<file path="src/hdl/nibble_add_pkg.sv">
// constants and types for the nibble add execution slice
package nibble_add_pkg;
  localparam int          word_w          = 10;
  localparam int          nib_w           = 4;
  localparam int          addr_w          = 6;
  localparam logic [5:0]  add_imm_op      = 6'h06;
  localparam logic [9:0]  add_mem_code    = 10'h00a;
  localparam logic [9:0]  add_mem_cy_code = 10'h00b;
  localparam logic [3:0]  acc_reset       = 4'h0;
  localparam logic        carry_reset     = 1'b0;
  localparam int          op_lsb          = 4;
  localparam logic [5:0]  addr_reset      = 6'h00;
  localparam logic        skip_reset      = 1'b0;
  localparam logic        done_reset      = 1'b0;
  typedef enum logic [1:0] {op_none, op_add_imm, op_add_mem, op_add_mem_cy} add_op_t;
endpackage : nibble_add_pkg

</file>
<file path="src/hdl/nibble_add_if.sv">
// operand and result bundle between decoder and adder
`timescale 1ns/1ps
`default_nettype none
interface nibble_add_if;
  logic [3:0] lhs;
  logic [3:0] rhs;
  logic       cin;
  logic [3:0] sum;
  logic       cout;
  modport user (output lhs, output rhs, output cin, input sum, input cout);
  modport adder (input lhs, input rhs, input cin, output sum, output cout);
endinterface : nibble_add_if
`default_nettype wire

</file>
<file path="src/hdl/nibble_adder.sv">
// 4-bit adder with carry in and carry out
`timescale 1ns/1ps
`default_nettype none
module nibble_adder
(
  nibble_add_if.adder bus
);
  import nibble_add_pkg::*;
  logic [4:0] total;
  always_comb
  begin
    total    = {1'b0, bus.lhs} + {1'b0, bus.rhs} + {4'h0, bus.cin};
    bus.sum  = total[3:0];
    bus.cout = total[4];
  end
endmodule : nibble_adder
`default_nettype wire

</file>
<file path="src/hdl/nibble_add_core.sv">
// add instruction execution slice: accumulator, carry flag, skip
`timescale 1ns/1ps
`default_nettype none
module nibble_add_core
(
  input  wire logic                                 clock,
  input  wire logic                                 rst,
  input  wire logic                                 instr_valid,
  input  wire logic [nibble_add_pkg::word_w-1:0]    instr_word,
  input  wire logic [nibble_add_pkg::nib_w-1:0]     mem_nibble,
  input  wire logic [nibble_add_pkg::addr_w-1:0]    data_pointer,
  output logic      [nibble_add_pkg::addr_w-1:0]    mem_addr,
  output logic      [nibble_add_pkg::nib_w-1:0]     accumulator,
  output logic                                      carry_flag,
  output logic                                      skip_next,
  output logic                                      done
);
  import nibble_add_pkg::*;

  // decoded operation and adder operands
  add_op_t             op;
  logic [nib_w-1:0]    operand_b;
  logic                carry_in;

  // accumulator group
  logic [nib_w-1:0]    acc_q;
  logic [nib_w-1:0]    acc_d;

  // carry flag group
  logic                cy_q;
  logic                cy_d;

  // skip request group
  logic                skip_q;
  logic                skip_d;

  // completion pulse group
  logic                done_q;
  logic                done_d;

  // memory address group
  logic [addr_w-1:0]   addr_q;
  logic [addr_w-1:0]   addr_d;

  nibble_add_if sum_bus ();

  nibble_adder u_adder
  (
    .bus (sum_bus)
  );

  // immediate field of a word
  function automatic logic [nib_w-1:0] imm_field(input logic [word_w-1:0] w);
    return w[nib_w-1:0];
  endfunction : imm_field

  // opcode field of a word
  function automatic logic [word_w-op_lsb-1:0] op_field(input logic [word_w-1:0] w);
    return w[word_w-1:op_lsb];
  endfunction : op_field

  function automatic add_op_t decode(input logic [word_w-1:0] w);
    add_op_t kind;
    kind = op_none;
    if (op_field(w) == add_imm_op)
      kind = op_add_imm;
    else if (w == add_mem_code)
      kind = op_add_mem;
    else if (w == add_mem_cy_code)
      kind = op_add_mem_cy;
    return kind;
  endfunction : decode

  // operand selection for the shared adder
  always_comb
  begin
    op        = instr_valid ? decode(instr_word) : op_none;
    operand_b = mem_nibble;
    carry_in  = 1'b0;
    case (op)
      op_add_imm:
      begin
        operand_b = imm_field(instr_word);
      end
      op_add_mem_cy:
      begin
        carry_in = cy_q;
      end
      default:
      begin
        operand_b = mem_nibble;
      end
    endcase
    sum_bus.lhs = acc_q;
    sum_bus.rhs = operand_b;
    sum_bus.cin = carry_in;
  end

  // accumulator next value
  always_comb
  begin
    acc_d = acc_q;
    case (op)
      op_add_imm:
      begin
        acc_d = sum_bus.sum;
      end
      op_add_mem:
      begin
        acc_d = sum_bus.sum;
      end
      op_add_mem_cy:
      begin
        acc_d = sum_bus.sum;
      end
      default:
      begin
        acc_d = acc_q;
      end
    endcase
  end

  always_ff @(posedge clock)
  begin
    if (rst)
    begin
      acc_q <= acc_reset;
    end
    else
    begin
      acc_q <= acc_d;
    end
  end

  // carry flag next value
  always_comb
  begin
    cy_d = cy_q;
    case (op)
      op_add_imm:
      begin
        cy_d = cy_q;
      end
      op_add_mem_cy:
      begin
        cy_d = sum_bus.cout;
      end
      default:
      begin
        cy_d = cy_q;
      end
    endcase
  end

  always_ff @(posedge clock)
  begin
    if (rst)
    begin
      cy_q <= carry_reset;
    end
    else
    begin
      cy_q <= cy_d;
    end
  end

  // skip request next value
  always_comb
  begin
    skip_d = 1'b0;
    case (op)
      op_add_imm:
      begin
        skip_d = ~sum_bus.cout;
      end
      default:
      begin
        skip_d = 1'b0;
      end
    endcase
  end

  always_ff @(posedge clock)
  begin
    if (rst)
    begin
      skip_q <= skip_reset;
    end
    else
    begin
      skip_q <= skip_d;
    end
  end

  // completion pulse next value
  always_comb
  begin
    done_d = 1'b0;
    case (op)
      op_add_imm,
      op_add_mem,
      op_add_mem_cy:
      begin
        done_d = 1'b1;
      end
      default:
      begin
        done_d = 1'b0;
      end
    endcase
  end

  always_ff @(posedge clock)
  begin
    if (rst)
    begin
      done_q <= done_reset;
    end
    else
    begin
      done_q <= done_d;
    end
  end

  // memory address follows the data pointer
  always_comb
  begin
    addr_d = data_pointer;
  end

  always_ff @(posedge clock)
  begin
    if (rst)
    begin
      addr_q <= addr_reset;
    end
    else
    begin
      addr_q <= addr_d;
    end
  end

  // outputs straight from the registers
  assign accumulator = acc_q;
  assign carry_flag  = cy_q;
  assign skip_next   = skip_q;
  assign done        = done_q;
  assign mem_addr    = addr_q;
endmodule : nibble_add_core
`default_nettype wire

</file>
<file path="config.mk">
export PLATFORM = sky130hd
export DESIGN_NAME = nibble_add_core
export DESIGN_NICKNAME = d
export VERILOG_FILES = /design/src/hdl/nibble_add_pkg.sv /design/src/hdl/nibble_add_if.sv /design/src/hdl/nibble_adder.sv /design/src/hdl/nibble_add_core.sv
export SDC_FILE = /design/constraint.sdc
export NUM_CORES = 1
export LEC_CHECK = 0
export ABC_AREA = 1
export BUFFER_PORTS_ARGS = -buffer_cell sky130_fd_sc_hd__buf_4
export CORE_UTILIZATION = 39
export CTS_CLUSTER_SIZE = 10
export DETAILED_ROUTE_END_ITERATION = 10
export PLACE_DENSITY_LB_ADDON = 0.05
export SYNTH_ARGS = -nofsm -noshare
export SYNTH_HDL_FRONTEND = slang
export SYNTH_SLANG_ARGS = --single-unit
export TNS_END_PERCENT = 100
</file>
<file path="constraint.sdc">
create_clock -name clock -period 2.31 [get_ports clock]
set_clock_uncertainty 0.2 [all_clocks]
set_input_delay 0.462 -clock clock [delete_from_list [all_inputs] [get_ports clock]]
set_output_delay 0.462 -clock clock [all_outputs]
set_load 0.01 [all_outputs]
</file>
==> impl_metrics.toml, run 1 <==
[yosys]
synth-xor-area-share_pct = 2.40
synth_warnings = 0
synth_seq_cells = 13
synthSimpleGateAreaFrac_pct = 31.4
ys_seq_area_share_pct = 35.7
synth_nets = 127
netlist_area_um2 = 729
synth_cell_types = 22
synth_mux_area_share_pct = 2.06
syn_inst = 99
synth_top_area_cell = "dfxtp_1"
synth_compound_area_share_pct = 5.49
synth_fa_ha_area_share_pct = 10.6
synth_top_area_share_pct = 35.7
postSynthAreaPerCell_um2 = 7.37
synth_top_family_by_area = "simple AND/OR/NAND/NOR gates"
synthTopCellsByArea = "dfxtp_1, inv_1, nor2_1"

[global_routing]
track_usage_pct = 18.7
grt_max_degree = 10
grt_pass1_vias = 671
antenna_found_initial = 0
grt_overflow = 0
grt_pass1_wl_um = 2680

[outcome]
status = "complete, no violations"

[min_path]
min_path_type = "input port to flip-flop"

[die]
die_x_um = 45.2
initial_core_util_pct = 41.8
fp-row-count = 15
dieArea_mm2 = 0.00205
die_h_um = 45.2
io_pins = 36
coreArea_mm2 = 0.00175

[drt]
drt_iter0_drc = 6
drt-total-wl_um = 1460
wl_per_cell_um = 8.53
vias = 738
dr.pass1.iters = 4
drc = 0
via_per_inst = 4.32
ant_nets = 0

[clocking]
cts_hold_buf = 0
cts_sinks = 13
clockBufferDepth = 2
cts_buffers = 3
post_cts_buffers = 0
cts_tree = "done"
clkSlewWorstSetupHoldPaths_ns = 0.07
cts-root-buf = "clkbuf_4"
clock_latency_ns = 0.27
cts_htree_levels = 1

[final_layout]
drive_gt1_share_pct = 40.4
areaGrowthSynthToFinish_pct = 55.4
finalNetCount = 175
antennaDiodeCount = 0

[timing]
rsz0062_at_grt = "false"
slew_headroom_pct = 82.7
period_share_pct = 93.6
hold_ws_ns = 0.184
final-setup-viol-count = 0
post-route-min-period_ns = 2.16
finalHoldViolations = 0
slew_violations = 0
worst_pin_slew_ns = 0.258
max_freq_ghz = 0.463

[job]
drv_cap = 0

[power]
power_w = 0.000460
p_leak_nw = 0.642
power_density_mw_per_mm2 = 406
peakVddDrop_mv = 0.195

[worst_setup_path]
critPathSlowestCell = "ha_1"
max_stage_delay_ns = 0.31
critPathMaxFanout = 5
path_delay_family = "compound AO/OA/AOI/OAI gates"
crit_type = "input port to flip-flop"
endpoint_kind = "flip-flop"
crit_chain = "buf_4 -> inv_2 -> nand2_4 -> nor2_4 -> nand2_4 -> buf_12 -> mux2_4 -> ha_1 -> a21oi_1 -> o21ai_2 -> o21ai_0 -> a21oi_1"
required_ns = 2.28
cp.arrival_ns = 2.13
critical_path.startpoint_type = "input port"
path_buf_inv = 3
r2r_slack_ns = 0.47

[place]
hpwlAfterDp_um = 1280
io_buffer_count = 35
gp_congestion = 0.771
worst register-to-register path, stage by stage, from the launching register on:
cell and delay (ns):
dfxtp_1 0.33, inv_1 0.06, nor2_1 0.12, fa_1 0.20, inv_1 0.06, fa_1 0.41
o21ai_2 0.17, o21ai_0 0.10, a21oi_1 0.11
synthesized netlist by cell type (all sizes together):
cell type	instances
clkbuf	1
xnor2	1
a21oi	3
inv	23
o21ai	5
nand3	4
mux2	1
and3	1
dfxtp	13
fa	2
ha	3
nor3	1
nand2	20
xor2	1
nor2	20
path summary, 6_finish.rpt:
path,end,start,cells after the start
max,carry_flag,instr_word[8],12
min reg2reg,carry_flag,carry_flag,2
max reg2reg,carry_flag,carry_flag,8
min,mem_addr[4],data_pointer[4],3
kinds of logic (layout without fill, tap and decap cells):
family	count (synthesis)	after routing
simple gates	46	46
buf+inv	24	71
flops	13	13
compound gates	8	8
fa+ha+maj	5	5
xor+xnor	2	2
mux	1	1
cell type report:
| type | instances | area, um^2 |
|---|---|---|
| flip-flops and latches | 13 | 260 |
| well taps | 25 | 31.3 |
| inverters | 23 | 86.3 |
| multi-input cells | 62 | 387 |
| fillers | 170 | 612 |
| clock buffers | 4 | 26.3 |
| repair buffers | 44 | 343 |
power breakdown:
| part | internal, W | total, W | switching, W |
|---|---|---|---|
| Sequential | 0.000230 | 0.000232 | 0.00000211 |
| Combinational | 0.0000536 | 0.0000914 | 0.0000379 |
| Clock | 0.0000669 | 0.000136 | 0.0000692 |
metal layers:
metal / GRT usage [%] / vias to the layer above / wire, um
met4: 12.1 / 0 / 17
met2: 30.4 / 25 / 764
met5: 0 / - / 0
met3: 3.60 / 2 / 63
met1: 22.1 / 324 / 614
li1: - / 387 / -
cell usage in the layout, fill, tap and decap left out, drive strengths merged:
cell	n
and3	1
ha	3
mux2	1
nand2	20
inv	23
dfxtp	13
fa	2
buf	44
nor2	20
o21ai	5
nand3	4
xnor2	1
nor3	1
xor2	1
a21oi	3
clkbuf	4
through the flow:
| stage | TNS [ns] | util, % | instances | setup slack (ns) | instance area [um^2] |
|---|---|---|---|---|---|
| 2_1_floorplan | 0 | - | 99 | 0.0549 | 729 |
| 3_3_place_gp | -0.339 | 63.0 | 167 | -0.128 | 1100 |
| 3_5_place_dp | -0.726 | 63.0 | 167 | -0.238 | 1100 |
| 4_1_cts | 0 | 64.5 | 171 | 0.0340 | 1130 |
| 5_1_grt | 0 | 64.9 | 171 | 0.00131 | 1130 |
| 6_report | 0 | 64.9 | 171 | 0.148 | 1130 |
sequential cells by signal, indices dropped and copies added, names as in the netlist:
signal and cells:
accumulator 4, carry_flag 1, mem_addr 6, skip_next 1
done 1
repair_timing:
| action | CTS | global route |
|---|---|---|
| endpoints found under the setup margin | 0 | 1 |
| gates resized for setup | 0 | 3 |
| endpoints found under the hold margin | 0 | 0 |
Note: power is estimated with default switching activity, not from simulation.
==> inputs of run 2 (changes only) <==
--- a/config.mk
+++ b/config.mk
@@ -7,6 +7,7 @@
 export LEC_CHECK = 0
 export ABC_AREA = 1
 export BUFFER_PORTS_ARGS = -buffer_cell sky130_fd_sc_hd__buf_4
+export CORE_MARGIN = 2
 export CORE_UTILIZATION = 39
 export CTS_CLUSTER_SIZE = 10
 export DETAILED_ROUTE_END_ITERATION = 10
==> run 2 against run 1 <==
Core utilization shrank 0.43 points. Hold slack gained 0.0043 ns. Count of clock-buffer cells in the layout is the same. Via count shrank 3.5%. Non-clock buffer count is the same. Sequential cell count is the same. Critical path type unchanged. Largest power group unchanged.
==> impl_metrics.toml, run 2 (synthesized netlist as in run 1, its figures left out) <==
[final_layout]
areaGrowthSynthToFinish_pct = 54.4
finalNetCount = 175
largest_reg_flops = 6
final_cell_mix = "buf_4, inv_1, nor2_1, nand2_1, dfxtp_1"
seq_area_um2 = 260
antennaDiodeCount = 0
drive_gt1_share_pct = 39.0
multiInputGateArea_um2 = 379
fin_area_mm2 = 0.00113
n_fill_cell = 182
layout_commonest_cell = "buf_4"

[drt]
ant_nets = 0
dr_wl_met3_um = 83
drt-total-wl_um = 1360
drc = 0
routed.top_layer = "met4"
dr.pass1.iters = 2
wl_met2_um = 675
vias = 712
drt_iter0_drc = 1
via_per_inst = 4.16
wl_per_cell_um = 7.94
met1_length_um = 589

[clocking]
clock_latency_ns = 0.27
cts_hold_buf = 0
cts_buffers = 3
cts_sinks = 13
cts-root-buf = "clkbuf_4"
clockBufferDepth = 2
clkSlewWorstSetupHoldPaths_ns = 0.08
cts_tree = "done"
cts_htree_levels = 1

[die]
die_x_um = 47.2
dieArea_mm2 = 0.00223
io_pins = 36
die_h_um = 47.2
initial_core_util_pct = 41.8
fp-row-count = 15
coreArea_mm2 = 0.00175

[timing]
slew_headroom_pct = 83.0
worst_pin_slew_ns = 0.254
post-route-min-period_ns = 2.14
period_share_pct = 92.4
final-setup-viol-count = 0
rsz0062_at_grt = "false"
hold_ws_ns = 0.188
max_freq_ghz = 0.468
finalHoldViolations = 0
slew_violations = 0

[global_routing]
grt_overflow = 0
track_usage_pct = 15.9
grt_pass1_wl_um = 2490
grt_max_degree = 10
grt_pass1_vias = 646
antenna_found_initial = 0

[place]
dpl_cell_area_mm2 = 0.00110
hpwlAfterDp_um = 1220
io_buffer_count = 35
gp_congestion = 0.731

[power]
cell_internal_pwr_w = 0.000350
clkPwrFrac_pct = 29.8
power_frac_seq_pct = 50.7
peakVddDrop_mv = 0.215
switching_share_pct = 23.6
power_density_mw_per_mm2 = 407
p_leak_nw = 0.639
pwr-share-comb_pct = 19.6
p_sw_w = 0.000108

[outcome]
status = "complete, no violations"

[worst_setup_path]
crit_type = "input port to flip-flop"
required_ns = 2.31
critPathMaxFanout = 4
critical_path.startpoint_type = "input port"
endpoint_kind = "flip-flop"
cp.arrival_ns = 2.14

[min_path]
min_path_type = "input port to flip-flop"

[job]
drv_cap = 0
[run 2: path summary, 6_finish.rpt]
path,start,endpoint,slack (ns),cells after the start
worst min register to register,carry_flag,carry_flag,0.28,2
worst max register to register,carry_flag,carry_flag,0.49,8
worst min-delay path,data_pointer[1],mem_addr[1],0.19,3
worst max-delay path,instr_word[8],carry_flag,0.17,12
[run 2: area by class of cell]
class / count / share of cell area (%)
timing repair buffer: 44 / 30.4
clock buffer: 4 / 2.33
multi-input combinational: 62 / 33.7
sequential: 13 / 23.1
inverter: 23 / 7.67
tap: 25 / 2.78
[run 2: routing by layer]
metal | up-vias | track usage (%)
met5 | - | 0
met4 | 0 | 8.33
met3 | 2 | 2.31
met2 | 28 | 26.5
met1 | 296 | 19.6
li1 | 386 | -
[run 2: worst max-delay path: stages]
cell and delay, ns:
buf_4 0.11, inv_2 0.06, nand2_4 0.05, nor2_4 0.14, nand2_4 0.08, o21ai_1 0.17
fa_1 0.22, inv_1 0.06, fa_1 0.39, o21ai_1 0.18, o21ai_0 0.10, a21oi_1 0.12
[run 2: power by group through the flow]
stage	combinational [W]	sequential (W)	clock (W)
3_3_place_gp	0.0000894	0.000237	0
2_1_floorplan	0.0000353	0.000241	0
3_5_place_dp	0.0000911	0.000238	0
4_1_cts	0.0000912	0.000232	0.000144
6_report	0.0000897	0.000232	0.000136
5_1_grt	0.000102	0.000233	0.000159
[run 2: repair_timing]
item,4_1_cts,5_1_grt
setup buffers,0,0
endpoints found under the setup margin,0,1
gates resized for setup,0,1
[run 2: per-stage QoR]
| stage | setup WS, ns | instances | utilization, % | setup TNS, ns | power (W) |
|---|---|---|---|---|---|
| floorplan | 0.0549 | 99 | - | 0 | 0.000276 |
| global placement | -0.135 | 167 | 63.0 | -0.357 | 0.000327 |
| detailed placement | -0.198 | 167 | 63.0 | -0.567 | 0.000329 |
| CTS | 0.0940 | 171 | 64.5 | 0 | 0.000468 |
| global route | 0.00952 | 171 | 64.5 | 0 | 0.000494 |
| finish | 0.175 | 171 | 64.5 | 0 | 0.000458 |
==> inputs of run 3 (changes only) <==
--- a/config.mk
+++ b/config.mk
@@ -5,7 +5,6 @@
 export SDC_FILE = /design/constraint.sdc
 export NUM_CORES = 1
 export LEC_CHECK = 0
-export ABC_AREA = 1
 export BUFFER_PORTS_ARGS = -buffer_cell sky130_fd_sc_hd__buf_4
 export CORE_MARGIN = 2
 export CORE_UTILIZATION = 39
==> run 3 against run 2 <==
The flow now finishes with violations (negative setup slack). Clock power increased by 4%. Count of clock-buffer cells in the layout unchanged. Cell count decreased by 14%. Critical path type unchanged. Core utilization increased by 9.1 points.
==> impl_metrics.toml, run 3 <==
[yosys]
yosys-top-cells-count = "dfxtp_1, nor2b_1, a21oi_1"
synth_cell_types = 29
synth_nets = 95
async_flop_share_pct = 0
syn_inst = 67
netlist_area_um2 = 706
synth_seq_cells = 13
synth_top_area_cell = "dfxtp_1"
synth_mux_area_share_pct = 9.93
postSynthAreaPerCell_um2 = 10.5
synthSimpleGateAreaFrac_pct = 22.7
synth_ff_type = "dfxtp_1"
synth_warnings = 0
synth_edf_count = 0
synth_compound_area_share_pct = 16.7
synth_fa_ha_area_share_pct = 11.0
synth-xor-area-share_pct = 1.24
synth_top_area_share_pct = 36.9
synthTopCellsByArea = "dfxtp_1, mux2_4, nor2b_1"
synth.most_common_cell = "dfxtp_1"
ys_seq_area_share_pct = 36.9
synth_top_family_by_area = "simple AND/OR/NAND/NOR gates"

[die]
die_h_um = 46.5
die_x_um = 46.5
initial_core_util_pct = 41.3
io_pins = 36
dieArea_mm2 = 0.00217
coreArea_mm2 = 0.00171
fp-row-count = 15

[place]
io_buffer_count = 35
dpl_cell_area_mm2 = 0.00110
hpwlAfterDp_um = 1380
gp_congestion = 0.850

[clocking]
cts_sinks = 13
cts_htree_levels = 1
clockBufferDepth = 2
cts_buffers = 3
clock_latency_ns = 0.27
cts-root-buf = "clkbuf_4"
clkSlewWorstSetupHoldPaths_ns = 0.08
cts_hold_buf = 0
cts_tree = "done"

[global_routing]
grt_pass1_vias = 740
antenna_found_initial = 0
grt_overflow = 0
grt_max_degree = 14
grt_pass1_wl_um = 3080
track_usage_pct = 20.3

[timing]
finalHoldViolations = 0
worst_pin_slew_ns = 0.346
final-setup-viol-count = 5
rsz0062_at_grt = "true"
setup_ws_ns = -0.349
hold_ws_ns = 0.198
post-route-min-period_ns = 2.66
period_share_pct = 115
max_freq_ghz = 0.376
slew_headroom_pct = 76.9
slew_violations = 0

[drt]
wl_per_cell_um = 13.6
via_per_inst = 4.99
drt_iter0_drc = 21
drc = 0
dr.pass1.iters = 4
drt-total-wl_um = 2010
ant_nets = 0
vias = 734

[final_layout]
layout_commonest_cell = "buf_4"
largest_reg_flops = 6
antennaDiodeCount = 0
areaGrowthSynthToFinish_pct = 78.2
final_cell_mix = "buf_4, dfxtp_1, nor2b_1, buf_6, a21oi_1"
n_fill_cell = 134
finalNetCount = 151
drive_gt1_share_pct = 63.1
fin_area_mm2 = 0.00126

[min_path]
min_path_type = "input port to flip-flop"
holdPathStages = 2

[power]
p_leak_nw = 0.544
switching_share_pct = 25.0
clkPwrFrac_pct = 29.6
peakVddDrop_mv = 0.237
pwr-share-comb_pct = 22.0
power_frac_seq_pct = 48.3
power_density_mw_per_mm2 = 381
p_sw_w = 0.000120
cell_internal_pwr_w = 0.000359

[outcome]
violations = "negative setup slack"
status = "finished, violations left"

[worst_setup_path]
critPathMaxFanout = 3
crit_type = "input port to flip-flop"
endpoint_kind = "flip-flop"
critical_path.startpoint_type = "input port"
r2r_cells = 8
required_ns = 2.30
cp.arrival_ns = 2.65

[job]
drv_cap = 0
[run 3: cell count changes after synthesis, moves of 3 or more]
cell and delta:
nand2_1 -15, nor2b_1 +7, inv_1 -19, mux2_4 +3
nor2_1 -17
[run 3: power groups by stage]
stage                     Combinational [W]  Sequential [W]  Clock (W)
after floorplan                   0.0000316        0.000240          0
after global routing               0.000114        0.000233   0.000154
final                              0.000106        0.000232   0.000142
after global placement            0.0000915        0.000237          0
after detailed placement          0.0000931        0.000237          0
after CTS                          0.000100        0.000232   0.000145
[run 3: kinds of logic (layout without fill, tap and decap cells)]
family	after synthesis	after routing
flops	13	13
fa+ha+maj	5	5
simple gates	24	24
xor+xnor	1	1
compound gates	16	16
mux	5	5
buf+inv	3	58
[run 3: layout make-up]
class	count	area (um^2)	share of cell area (%)
inverter	2	7.51	0.597
timing repair buffer	52	413	32.8
multi-input combinational	51	519	41.3
sequential	13	260	20.7
tap	25	31.3	2.49
clock buffer	4	26.3	2.09
[run 3: metrics by stage]
step	util (%)	cells	setup TNS (ns)	total power [W]	worst slack, ns
floorplan	-	67	-1.83	0.000272	-0.442
detailed placement	64.2	138	-2.65	0.000330	-0.589
global placement	64.2	138	-2.34	0.000328	-0.519
CTS	71.4	147	-0.939	0.000477	-0.251
finish	73.6	147	-1.43	0.000480	-0.349
global route	73.6	147	-1.88	0.000501	-0.475
[run 3: critical path, cell delays in order]
cell	delay, ns
buf_6	0.10
nor4_4	0.34
nand2_2	0.13
nor2_4	0.13
mux2_4	0.31
fa_2	0.37
inv_2	0.08
fa_2	0.22
nor2b_2	0.05
o21a_1	0.17
nor2_2	0.11
nor4b_4	0.18
[run 3: worst paths after layout]
| kind | startpoint | to | slack (ns) |
|---|---|---|---|
| max | instr_word[9] | skip_next | -0.35 |
| min | data_pointer[5] | mem_addr[5] | 0.20 |
| max reg2reg | carry_flag | carry_flag | 0.19 |
| min reg2reg | accumulator[3] | accumulator[3] | 0.31 |
[run 3: routing by layer]
layer	GRT usage, %	vias to the layer above	part of all wire [%]	wire, um
li1	-	353	-	-
met4	6.29	0	0.90	18
met5	0	-	0	0
met3	6.27	4	5.7	114
met2	36.9	32	55	1100
met1	22.2	345	39	776
[run 3: timing repair]
item,4_1_cts,5_1_grt
setup endpoints to repair,5,5
resized for setup,10,9
pin swaps,8,9
setup buffers,5,1
